--- config.mk ---
export PLATFORM = sky130hd
export DESIGN_NAME = bsttap_controller
export DESIGN_NICKNAME = d
export VERILOG_FILES = /design/src/design/bsttap_sync.v /design/src/design/bsttap_controller.v
export VERILOG_INCLUDE_DIRS = /design/src /design/src/design
export SDC_FILE = /design/constraint.sdc
export NUM_CORES = 1
export LEC_CHECK = 0
export BUFFER_PORTS_ARGS = -buffer_cell sky130_fd_sc_hd__buf_2
export CAP_MARGIN = 15
export CORE_UTILIZATION = 52
export DETAILED_ROUTE_END_ITERATION = 6
export PLACE_DENSITY = 0.86
export SLEW_MARGIN = 20
export SYNTH_ARGS = -nofsm -noshare
export SYNTH_HDL_FRONTEND = slang
export SYNTH_SLANG_ARGS = --single-unit
--- constraint.sdc ---
create_clock -name i_clk -period 2.8 [get_ports i_clk]
set_clock_uncertainty 0.05 [all_clocks]
set_input_delay 0 -clock i_clk [delete_from_list [all_inputs] [get_ports i_clk]]
set_output_delay 0 -clock i_clk [all_outputs]
set_load 0.05 [all_outputs]
--- src/design/bsttap_consts.vh ---
`ifndef BSTTAP_CONSTS_VH
`define BSTTAP_CONSTS_VH

// Register widths
`define BSTTAP_IR_W          8
`define BSTTAP_CHAIN_W       18
`define BSTTAP_CTRL_W        2

// Reset and capture values
`define BSTTAP_IR_RESET      8'hFF
`define BSTTAP_IR_CAPTURE    8'h81
`define BSTTAP_CTRL_RESET    2'h2
`define BSTTAP_BYPASS_CAP    1'h0

// Opcodes, bit 7 dropped before compare
`define BSTTAP_OP_EXTEST     7'h00
`define BSTTAP_OP_SAMPLE     7'h02
`define BSTTAP_OP_INTEST     7'h03
`define BSTTAP_OP_HIGHZ      7'h06
`define BSTTAP_OP_CLAMP      7'h07
`define BSTTAP_OP_RUNT       7'h09
`define BSTTAP_OP_READBN     7'h0A
`define BSTTAP_OP_READBT     7'h0B
`define BSTTAP_OP_CELLTST    7'h0C
`define BSTTAP_OP_TOPHIP     7'h0D
`define BSTTAP_OP_SCANCN     7'h0E
`define BSTTAP_OP_SCANCT     7'h0F

// Data register selection codes
`define BSTTAP_SEL_BYPASS    2'h0
`define BSTTAP_SEL_CHAIN     2'h1
`define BSTTAP_SEL_CTRL      2'h2

`endif

--- src/design/bsttap_sync.v ---
`timescale 1ns/1ps
module bsttap_sync #(
  parameter WIDTH = 1
) (
  input  wire             i_clk,
  input  wire             i_reset,
  input  wire [WIDTH-1:0] i_async,
  output reg  [WIDTH-1:0] o_sync
);

  reg [WIDTH-1:0] meta_reg;

  // Two-flop synchroniser; first stage feeds only the second
  always @(posedge i_clk) begin
    if (i_reset) begin
      meta_reg <= {WIDTH{1'b0}};
      o_sync   <= {WIDTH{1'b0}};
    end else begin
      meta_reg <= i_async;
      o_sync   <= meta_reg;
    end
  end

endmodule // bsttap_sync

--- src/design/bsttap_controller.v ---
// Functional notes
// - Test inputs sampled on test clock rise; test outputs change on its fall.
// - Sixteen-state machine stepped by mode select at each rising test clock.
// - Reset state holds test logic idle so normal buffering is untouched.
// - Mode select held high reaches reset state within five clocks.
// - Instruction register set to all ones in reset, selecting bypass.
// - Boundary control register loaded with binary 10 on reset.
// - Instruction-selected run-test operation runs only while in idle.
// - Both scan-select states do nothing and leave after one clock.
// - Data capture loads the selected chain or bypass register on the exiting rise; control keeps its contents.
// - Shift entry puts register on scan path; first fall drives its LSB.
// - Shifting starts on first rise after entry, ends on exiting rise.
// - First fall after entering exit-one floats the serial output.
// - Exit-two states may return to shift without recapture; pauses keep contents.
// - Data update latches selected register on fall after update entry, except the chain under readback.
// - Instruction capture loads fixed 10000001 on exiting rise.
// - Instruction update latches new opcode on fall after entry.
// - Each register except bypass has shift stage plus output latch.
// - Eight-bit instruction, bit 7 ignored, no parity check.
// - Unimplemented opcodes behave as bypass.
// - Data registers: 18-bit chain, 2-bit control, 1-bit bypass.
// - Instruction sets mode, operation, selected register, capture source.
// - Bypass stage captures zero during data capture.
`timescale 1ns/1ps
`include "bsttap_consts.vh"
module bsttap_controller #(
  parameter CHAIN_W = `BSTTAP_CHAIN_W
) (
  input  wire               i_clk,
  input  wire               i_reset,
  input  wire               i_tck,
  input  wire               i_tms,
  input  wire               i_tdi,
  input  wire [CHAIN_W-1:0] i_pin_sample,
  output reg                o_tdo,
  output reg                o_tdo_oe_n,
  output reg  [CHAIN_W-1:0] o_chain_latch,
  output reg  [1:0]         o_test_control,
  output reg  [7:0]         o_instruction,
  output reg                o_test_mode,
  output reg                o_outputs_highz,
  output reg                o_run_test,
  output reg  [15:0]        o_tap_state
);

  // One-hot controller states
  localparam [15:0] ST_RESET  = 16'h0001;
  localparam [15:0] ST_IDLE   = 16'h0002;
  localparam [15:0] ST_SEL_DR = 16'h0004;
  localparam [15:0] ST_CAP_DR = 16'h0008;
  localparam [15:0] ST_SH_DR  = 16'h0010;
  localparam [15:0] ST_EX1_DR = 16'h0020;
  localparam [15:0] ST_PA_DR  = 16'h0040;
  localparam [15:0] ST_EX2_DR = 16'h0080;
  localparam [15:0] ST_UP_DR  = 16'h0100;
  localparam [15:0] ST_SEL_IR = 16'h0200;
  localparam [15:0] ST_CAP_IR = 16'h0400;
  localparam [15:0] ST_SH_IR  = 16'h0800;
  localparam [15:0] ST_EX1_IR = 16'h1000;
  localparam [15:0] ST_PA_IR  = 16'h2000;
  localparam [15:0] ST_EX2_IR = 16'h4000;
  localparam [15:0] ST_UP_IR  = 16'h8000;

  // Next state from current state and mode select
  function [15:0] bsttap_next;
    input [15:0] st;
    input        tms;
    begin
      case (st)
        ST_RESET:  bsttap_next = tms ? ST_RESET  : ST_IDLE;
        ST_IDLE:   bsttap_next = tms ? ST_SEL_DR : ST_IDLE;
        ST_SEL_DR: bsttap_next = tms ? ST_SEL_IR : ST_CAP_DR;
        ST_CAP_DR: bsttap_next = tms ? ST_EX1_DR : ST_SH_DR;
        ST_SH_DR:  bsttap_next = tms ? ST_EX1_DR : ST_SH_DR;
        ST_EX1_DR: bsttap_next = tms ? ST_UP_DR  : ST_PA_DR;
        ST_PA_DR:  bsttap_next = tms ? ST_EX2_DR : ST_PA_DR;
        ST_EX2_DR: bsttap_next = tms ? ST_UP_DR  : ST_SH_DR;
        ST_UP_DR:  bsttap_next = tms ? ST_SEL_DR : ST_IDLE;
        ST_SEL_IR: bsttap_next = tms ? ST_RESET  : ST_CAP_IR;
        ST_CAP_IR: bsttap_next = tms ? ST_EX1_IR : ST_SH_IR;
        ST_SH_IR:  bsttap_next = tms ? ST_EX1_IR : ST_SH_IR;
        ST_EX1_IR: bsttap_next = tms ? ST_UP_IR  : ST_PA_IR;
        ST_PA_IR:  bsttap_next = tms ? ST_EX2_IR : ST_PA_IR;
        ST_EX2_IR: bsttap_next = tms ? ST_UP_IR  : ST_SH_IR;
        ST_UP_IR:  bsttap_next = tms ? ST_SEL_DR : ST_IDLE;
        default:   bsttap_next = ST_RESET;
      endcase
    end
  endfunction

  // True in either shift state; the serial output is driven only there
  function bsttap_is_shift;
    input [15:0] st;
    begin
      bsttap_is_shift = (st == ST_SH_IR) || (st == ST_SH_DR);
    end
  endfunction

  // Opcode decode: {highz, runt, readback, test mode, select[1:0]}
  function [5:0] bsttap_decode;
    input [7:0] op;
    reg   [6:0] code;
    begin
      code = op[6:0];
      if (code == `BSTTAP_OP_EXTEST || code == `BSTTAP_OP_INTEST) begin
        bsttap_decode = {4'h1, `BSTTAP_SEL_CHAIN};
      end else if (code == `BSTTAP_OP_SAMPLE || code == `BSTTAP_OP_CELLTST) begin
        bsttap_decode = {4'h0, `BSTTAP_SEL_CHAIN};
      end else if (code == `BSTTAP_OP_HIGHZ) begin
        bsttap_decode = {4'h9, `BSTTAP_SEL_BYPASS};
      end else if (code == `BSTTAP_OP_CLAMP || code == `BSTTAP_OP_TOPHIP) begin
        bsttap_decode = {4'h1, `BSTTAP_SEL_BYPASS};
      end else if (code == `BSTTAP_OP_RUNT) begin
        bsttap_decode = {4'h5, `BSTTAP_SEL_BYPASS};
      end else if (code == `BSTTAP_OP_READBN) begin
        bsttap_decode = {4'h2, `BSTTAP_SEL_CHAIN};
      end else if (code == `BSTTAP_OP_READBT) begin
        bsttap_decode = {4'h3, `BSTTAP_SEL_CHAIN};
      end else if (code == `BSTTAP_OP_SCANCN) begin
        bsttap_decode = {4'h0, `BSTTAP_SEL_CTRL};
      end else if (code == `BSTTAP_OP_SCANCT) begin
        bsttap_decode = {4'h1, `BSTTAP_SEL_CTRL};
      end else begin
        bsttap_decode = {4'h0, `BSTTAP_SEL_BYPASS};
      end
    end
  endfunction

  // Synchronised pins
  wire [CHAIN_W+2:0] sync_bus;
  wire               tck_sync;
  wire               tms_sync;
  wire               tdi_sync;
  wire [CHAIN_W-1:0] pins_sync;

  bsttap_sync #(
    .WIDTH (CHAIN_W + 3)
  ) u_sync (
    .i_clk   (i_clk),
    .i_reset (i_reset),
    .i_async ({i_pin_sample, i_tdi, i_tms, i_tck}),
    .o_sync  (sync_bus)
  );

  assign tck_sync  = sync_bus[0];
  assign tms_sync  = sync_bus[1];
  assign tdi_sync  = sync_bus[2];
  assign pins_sync = sync_bus[CHAIN_W+2:3];

  // Test clock edge finder on the system clock
  // Edges are held off until the synchroniser carries the real pin level,
  // so a test clock parked high at reset release gives no false rise
  reg  [1:0] settle_reg;
  reg        tck_prev_reg;
  wire       edges_armed;
  wire       tck_rise;
  wire       tck_fall;

  always @(posedge i_clk) begin
    if (i_reset) begin
      settle_reg   <= 2'h0;
      tck_prev_reg <= 1'b0;
    end else begin
      if (!edges_armed) begin
        settle_reg <= settle_reg + 2'h1;
      end
      tck_prev_reg <= tck_sync;
    end
  end

  assign edges_armed = (settle_reg == 2'h3);
  assign tck_rise    = edges_armed & tck_sync & ~tck_prev_reg;
  assign tck_fall    = edges_armed & ~tck_sync & tck_prev_reg;

  // Controller state and shift stages
  reg  [15:0]        state_reg;
  reg  [7:0]         ir_shift_reg;
  reg  [CHAIN_W-1:0] chain_shift_reg;
  reg  [1:0]         ctrl_shift_reg;
  reg                bypass_reg;
  wire [15:0]        state_next;
  wire [7:0]         instr_eff;
  wire [5:0]         dec;
  wire [1:0]         sel;
  wire               readback;
  wire               dec_test;
  wire               dec_runt;
  wire               dec_highz;
  wire               sel_chain;
  wire               sel_ctrl;
  wire               in_shift;

  assign state_next = bsttap_next(state_reg, tms_sync);
  // In update-IR the fresh opcode is decoded from the shift stage, so the
  // mode change lands on the same fall that latches it
  assign instr_eff  = (state_reg == ST_UP_IR) ? ir_shift_reg : o_instruction;
  assign dec        = bsttap_decode(instr_eff);
  assign sel        = dec[1:0];
  assign readback   = dec[3];
  assign dec_test   = dec[2];
  assign dec_runt   = dec[4];
  assign dec_highz  = dec[5];

  // Register selection flags and shift-state flag
  assign sel_chain  = (sel == `BSTTAP_SEL_CHAIN);
  assign sel_ctrl   = (sel == `BSTTAP_SEL_CTRL);
  assign in_shift   = bsttap_is_shift(state_reg);

  // Rising-edge work: step state, reset reload, capture, shift; other states hold
  always @(posedge i_clk) begin
    if (i_reset) begin
      state_reg       <= ST_RESET;
      ir_shift_reg    <= `BSTTAP_IR_RESET;
      chain_shift_reg <= {CHAIN_W{1'b0}};
      ctrl_shift_reg  <= `BSTTAP_CTRL_RESET;
      bypass_reg      <= 1'b0;
    end else if (tck_rise) begin
      state_reg <= state_next;
      case (state_reg)
        ST_RESET: begin
          ir_shift_reg   <= `BSTTAP_IR_RESET;
          ctrl_shift_reg <= `BSTTAP_CTRL_RESET;
        end
        ST_CAP_DR: begin
          if (sel == `BSTTAP_SEL_CHAIN) begin
            // Readback instructions return the latches, others the pins
            chain_shift_reg <= readback ? o_chain_latch : pins_sync;
          end else if (sel == `BSTTAP_SEL_BYPASS) begin
            bypass_reg <= `BSTTAP_BYPASS_CAP;
          end else begin
            // Control stage keeps its contents through data capture
            ctrl_shift_reg <= ctrl_shift_reg;
          end
        end
        ST_SH_DR: begin
          if (sel == `BSTTAP_SEL_CHAIN) begin
            chain_shift_reg <= {tdi_sync, chain_shift_reg[CHAIN_W-1:1]};
          end else if (sel == `BSTTAP_SEL_CTRL) begin
            ctrl_shift_reg <= {tdi_sync, ctrl_shift_reg[1]};
          end else begin
            bypass_reg <= tdi_sync;
          end
        end
        ST_CAP_IR: begin
          ir_shift_reg <= `BSTTAP_IR_CAPTURE;
        end
        ST_SH_IR: begin
          ir_shift_reg <= {tdi_sync, ir_shift_reg[7:1]};
        end
        ST_EX1_DR, ST_PA_DR, ST_EX2_DR, ST_EX1_IR, ST_PA_IR, ST_EX2_IR: begin
          // Exit and pause keep partial contents for a later resume
          chain_shift_reg <= chain_shift_reg;
          ctrl_shift_reg  <= ctrl_shift_reg;
          bypass_reg      <= bypass_reg;
          ir_shift_reg    <= ir_shift_reg;
        end
        default: begin
          ir_shift_reg <= ir_shift_reg;
        end
      endcase
    end
  end

  // Serial output value for the present shift state
  reg tdo_next;

  always @* begin
    tdo_next = o_tdo;
    if (state_reg == ST_SH_IR) begin
      tdo_next = ir_shift_reg[0];
    end else if (state_reg == ST_SH_DR) begin
      if (sel == `BSTTAP_SEL_CHAIN) begin
        tdo_next = chain_shift_reg[0];
      end else if (sel == `BSTTAP_SEL_CTRL) begin
        tdo_next = ctrl_shift_reg[0];
      end else begin
        tdo_next = bypass_reg;
      end
    end
  end

  // Latch next values, picked up by the falling-edge process below
  // Reset and the update states never coincide, so one chain suffices
  reg [7:0]         instr_next;
  reg [CHAIN_W-1:0] chain_latch_next;
  reg [1:0]         ctrl_latch_next;

  always @* begin
    instr_next       = o_instruction;
    chain_latch_next = o_chain_latch;
    ctrl_latch_next  = o_test_control;
    if (state_reg == ST_RESET) begin
      instr_next      = `BSTTAP_IR_RESET;
      ctrl_latch_next = `BSTTAP_CTRL_RESET;
    end else if (state_reg == ST_UP_IR) begin
      instr_next = ir_shift_reg;
    end else if (state_reg == ST_UP_DR) begin
      // Readback instructions leave the chain latches alone
      if (sel_chain && !readback) begin
        chain_latch_next = chain_shift_reg;
      end
      if (sel_ctrl) begin
        ctrl_latch_next = ctrl_shift_reg;
      end
    end
  end

  // Falling-edge work: drive outputs and update latches
  // Outputs wait for the fall so the far end sees half a cycle of setup
  always @(posedge i_clk) begin
    if (i_reset) begin
      o_tdo           <= 1'b1;
      o_tdo_oe_n      <= 1'b1;
      o_chain_latch   <= {CHAIN_W{1'b0}};
      o_test_control  <= `BSTTAP_CTRL_RESET;
      o_instruction   <= `BSTTAP_IR_RESET;
      o_test_mode     <= 1'b0;
      o_outputs_highz <= 1'b0;
      o_run_test      <= 1'b0;
      o_tap_state     <= ST_RESET;
    end else if (tck_fall) begin
      o_tap_state <= state_reg;
      o_tdo       <= tdo_next;
      // Driven only in the shift states, floated from exit-one onward
      o_tdo_oe_n  <= ~in_shift;
      o_instruction  <= instr_next;
      o_chain_latch  <= chain_latch_next;
      o_test_control <= ctrl_latch_next;
      if (state_reg == ST_RESET) begin
        o_test_mode     <= 1'b0;
        o_outputs_highz <= 1'b0;
        o_run_test      <= 1'b0;
      end else begin
        // Mode follows the effective instruction, on the update fall itself
        o_test_mode     <= dec_test;
        o_outputs_highz <= dec_highz;
        // Idle is reachable from reset and both update states; operations run only there
        o_run_test      <= dec_runt && (state_reg == ST_IDLE);
      end
    end
  end

endmodule // bsttap_controller

==> out/metrics.yaml <==
most_used_routing_layer_in_global_routing: "met2"
largest_net_degree_at_the_start_of_global_routing: 55
setup_slack_ns: 0.1021
initial_utilization_pct: 53.60
critical_path_arrival_ns: 3.10
global_route.usage.met3_pct: 6.840
hpwlAfterDp_um: 9124
clock_latency_ns: 0.52
nFillCells: 816
route.vias.total: 5106
stdcell_count: 886
core_area_um2: 10840
finalHoldViolations: 0
buffers_from_clock_root_to_sink_at_most: 2
cellPowerDensity_nw_per_um2: 615.4
ys_warn_count: 0
cts_root_buf: "sky130_fd_sc_hd__clkbuf_8"
gr-usage-met2_pct: 43.27
routed_wirelength_um: 14820
tritoncts_clock_tree: "built"
tritoncts_num_sinks: 139
clkTransAtPathRegs_ns: 0.06
remaining_drc_errors: 0
endpoint_kind: "flip-flop"
postSynth.asyncResetShare_pct: 0
synth-edff-count: 0
viasPerCell: 5.763
power.sequential.fraction_pct: 45.5
unrepaired_setup_endpoints_after_global_routing: "no"
tritoncts.num_buffers: 17
worst_slew_pin_slew_ns: 0.9731
share_clk_of_total_power_pct: 51.1
final_core_util_pct: 66.89
placed_cell_area_um2: 6390
detail_route.iter0.violations: 402
postLayoutCellArea_um2: 7251
critical_path_required_ns: 3.20
ctsHtreeMaxLevel: 4
critical_path.startpoint_type: "flip-flop"
drv_slew: 0
power.static_leakage_nw: 2.920
grt_antenna_before_repair: 0
final_net_count: 756
place_inst: 828
timing.final.crit_share_pct: 96.36
post_route_cells_drive_above_1_share_pct: 20.81
ys_ff_latch: 139
vias_in_the_first_global_route: 4917
crit_path_max_fanout: 8
power_switching_share_pct: 21.51
met1_usage_pct: 32.94
worst_hold_path_type: "primary input to flip-flop"
std_cell_rows: 38
postSynthAreaPerCell_um2: 9.151
synth-main-ff-cell: "sky130_fd_sc_hd__dfxtp_1"
ys_seq_area_share_pct: 47.89
run_status: "completed"
portBuffers: 71
mappedNetlistArea_um2: 5811
gr-usage-all-layers_pct: 26.67
final_antenna_net_count: 0
chipWidth_um: 107.7
detail_route.wl_per_cell_um: 16.73
clock.fmax_mhz: 370.7
area_used_by_multi_input_combinational_logic_um2: 2788
power.share.combinational_pct: 3.4
ir_worst_vdd_mv: 0.5440
synthCells: 635
synthesis.nets: 659
fin_worst_hold_slack_ns: 0.1906
chip_height_um: 107.7
register_area_um2: 2783
place.gp.congestion: 0.8958
grt_first_pass_wirelength_um: 24040
yosysUniqueCellTypes: 58
final.setup.tns_ns: 0
setup_viol: 0
layout-area-overhead-vs-synth_pct: 24.78
timing.setup.critical_path_class: "flip-flop to flip-flop"
cts.repair.resized: 0
pin_count: 72
drv.max_cap_violation_count: 0
switchingPower_uw: 960.0
floorplan.die_area_um2: 11600
final_critical_path_required_period_ns: 2.698
firstDrtPassIters: 5
preCtsSetupSlack_ns: 0.1144
total_power_mw: 4.462
power_internal_mw: 3.502
overflow: 0
slew-limit-headroom_pct: 33.74
[synth_stat cells (3+ instances only)]
| library cell | number | area, um^2 |
|---|---|---|
| sky130_fd_sc_hd__nand4_1 | 6 | 37.54 |
| sky130_fd_sc_hd__nor4_1 | 5 | 31.28 |
| sky130_fd_sc_hd__or4_1 | 12 | 90.09 |
| sky130_fd_sc_hd__nand2b_1 | 3 | 18.77 |
| sky130_fd_sc_hd__a21oi_1 | 55 | 275.3 |
| sky130_fd_sc_hd__buf_4 | 3 | 22.52 |
| sky130_fd_sc_hd__nor2b_1 | 43 | 269.0 |
| sky130_fd_sc_hd__nor3_1 | 11 | 55.05 |
| sky130_fd_sc_hd__nand2_1 | 62 | 232.7 |
| sky130_fd_sc_hd__dfxtp_1 | 139 | 2783 |
| sky130_fd_sc_hd__a22oi_1 | 6 | 45.04 |
| sky130_fd_sc_hd__inv_1 | 5 | 18.77 |
| sky130_fd_sc_hd__nor2_1 | 67 | 251.5 |
| sky130_fd_sc_hd__o21ai_0 | 18 | 90.09 |
| sky130_fd_sc_hd__o22ai_1 | 10 | 62.56 |
| sky130_fd_sc_hd__xor2_1 | 3 | 26.28 |
| sky130_fd_sc_hd__and3b_1 | 3 | 26.28 |
| sky130_fd_sc_hd__nand4b_1 | 3 | 26.28 |
| sky130_fd_sc_hd__a22o_1 | 18 | 157.7 |
| sky130_fd_sc_hd__nor4b_1 | 10 | 87.58 |
| sky130_fd_sc_hd__buf_2 | 10 | 50.05 |
| sky130_fd_sc_hd__or4b_2 | 3 | 30.03 |
| sky130_fd_sc_hd__mux2i_1 | 41 | 410.4 |
| sky130_fd_sc_hd__nand3_1 | 9 | 45.04 |
| sky130_fd_sc_hd__xnor2_1 | 5 | 43.79 |
| sky130_fd_sc_hd__clkbuf_1 | 35 | 131.4 |
| sky130_fd_sc_hd__nand3b_1 | 8 | 60.06 |
[worst paths after layout]
| kind | start | endpoint | slack [ns] | depth (start not counted) |
|---|---|---|---|---|
| worst max-delay path | state_reg[1] | bypass_reg | 0.10 | 6 |
| worst min register to register | u_sync.meta_reg[0] | u_sync.o_sync[0] | 0.39 | 1 |
| worst max register to register | state_reg[1] | bypass_reg | 0.10 | 6 |
| worst min-delay path | i_pin_sample[4] | u_sync.meta_reg[7] | 0.19 | 3 |
[cells by family (layout without fill, tap and decap cells)]
family	count (synthesis)	in the layout	synth area share (%)
muxes	43	43	7.709
buffers and inverters	57	167	4.501
and+or+nand+nor	261	261	24.68
DFF	139	139	47.89
adders and majority gates	1	1	0.2153
other	0	1	0
xor gates and xnor gates	8	8	1.206
AOI/OAI and AO/OA	126	126	13.80
[critical path: stages (launching register included)]
cell and delay (ns):
sky130_fd_sc_hd__dfxtp_1 0.37, sky130_fd_sc_hd__or4_1 0.62, sky130_fd_sc_hd__o32a_1 0.39, sky130_fd_sc_hd__or3_4 0.39, sky130_fd_sc_hd__or2_0 0.24, sky130_fd_sc_hd__or4_1 0.40
sky130_fd_sc_hd__a21oi_1 0.16
[final cells by class]
class                           count  area share (%)
Multi-Input combinational cell    439           38.45
Clock buffer                       20           6.143
Antenna cell                        1         0.03451
Inverter                            5          0.2588
Tap cell                          140           2.416
Timing Repair Buffer              130           12.08
Sequential cell                   139           38.38
Clock inverter                     12           2.243
[per-layer routing]
metal  up-vias  wire length (um)
li1       2442                 -
met5         -                 0
met1      2432              6230
met4         0               463
met3        47               772
met2       185              7358
[power by group through the flow]
stage	clock, mW	sequential, mW	combinational (mW)
6_report	2.28	2.03	0.151
3_3_place_gp	0	2.07	0.112
5_1_grt	2.40	2.03	0.167
4_1_cts	2.31	2.03	0.146
2_1_floorplan	0	2.07	0.0846
3_5_place_dp	0	2.07	0.118
[cells in the final DEF (no fill, tap or decap), drive strengths merged, types with 20 or more instances in the layout]
cell type | synthesis | final
a21oi | 55 | 55
nor2b | 43 | 43
dfxtp | 139 | 139
nand2 | 62 | 62
clkbuf | 35 | 20
mux2i | 42 | 42
dlygate4sd3 | 0 | 25
buf | 17 | 105
nor2 | 67 | 67
[repair_timing]
action / in CTS / in global routing
hold buffers: 25 / 0
hold endpoints to repair: 58 / 0
setup endpoints to repair: 0 / 0
buffers inserted: 0 / 0
(Power assumes the default switching activity.)
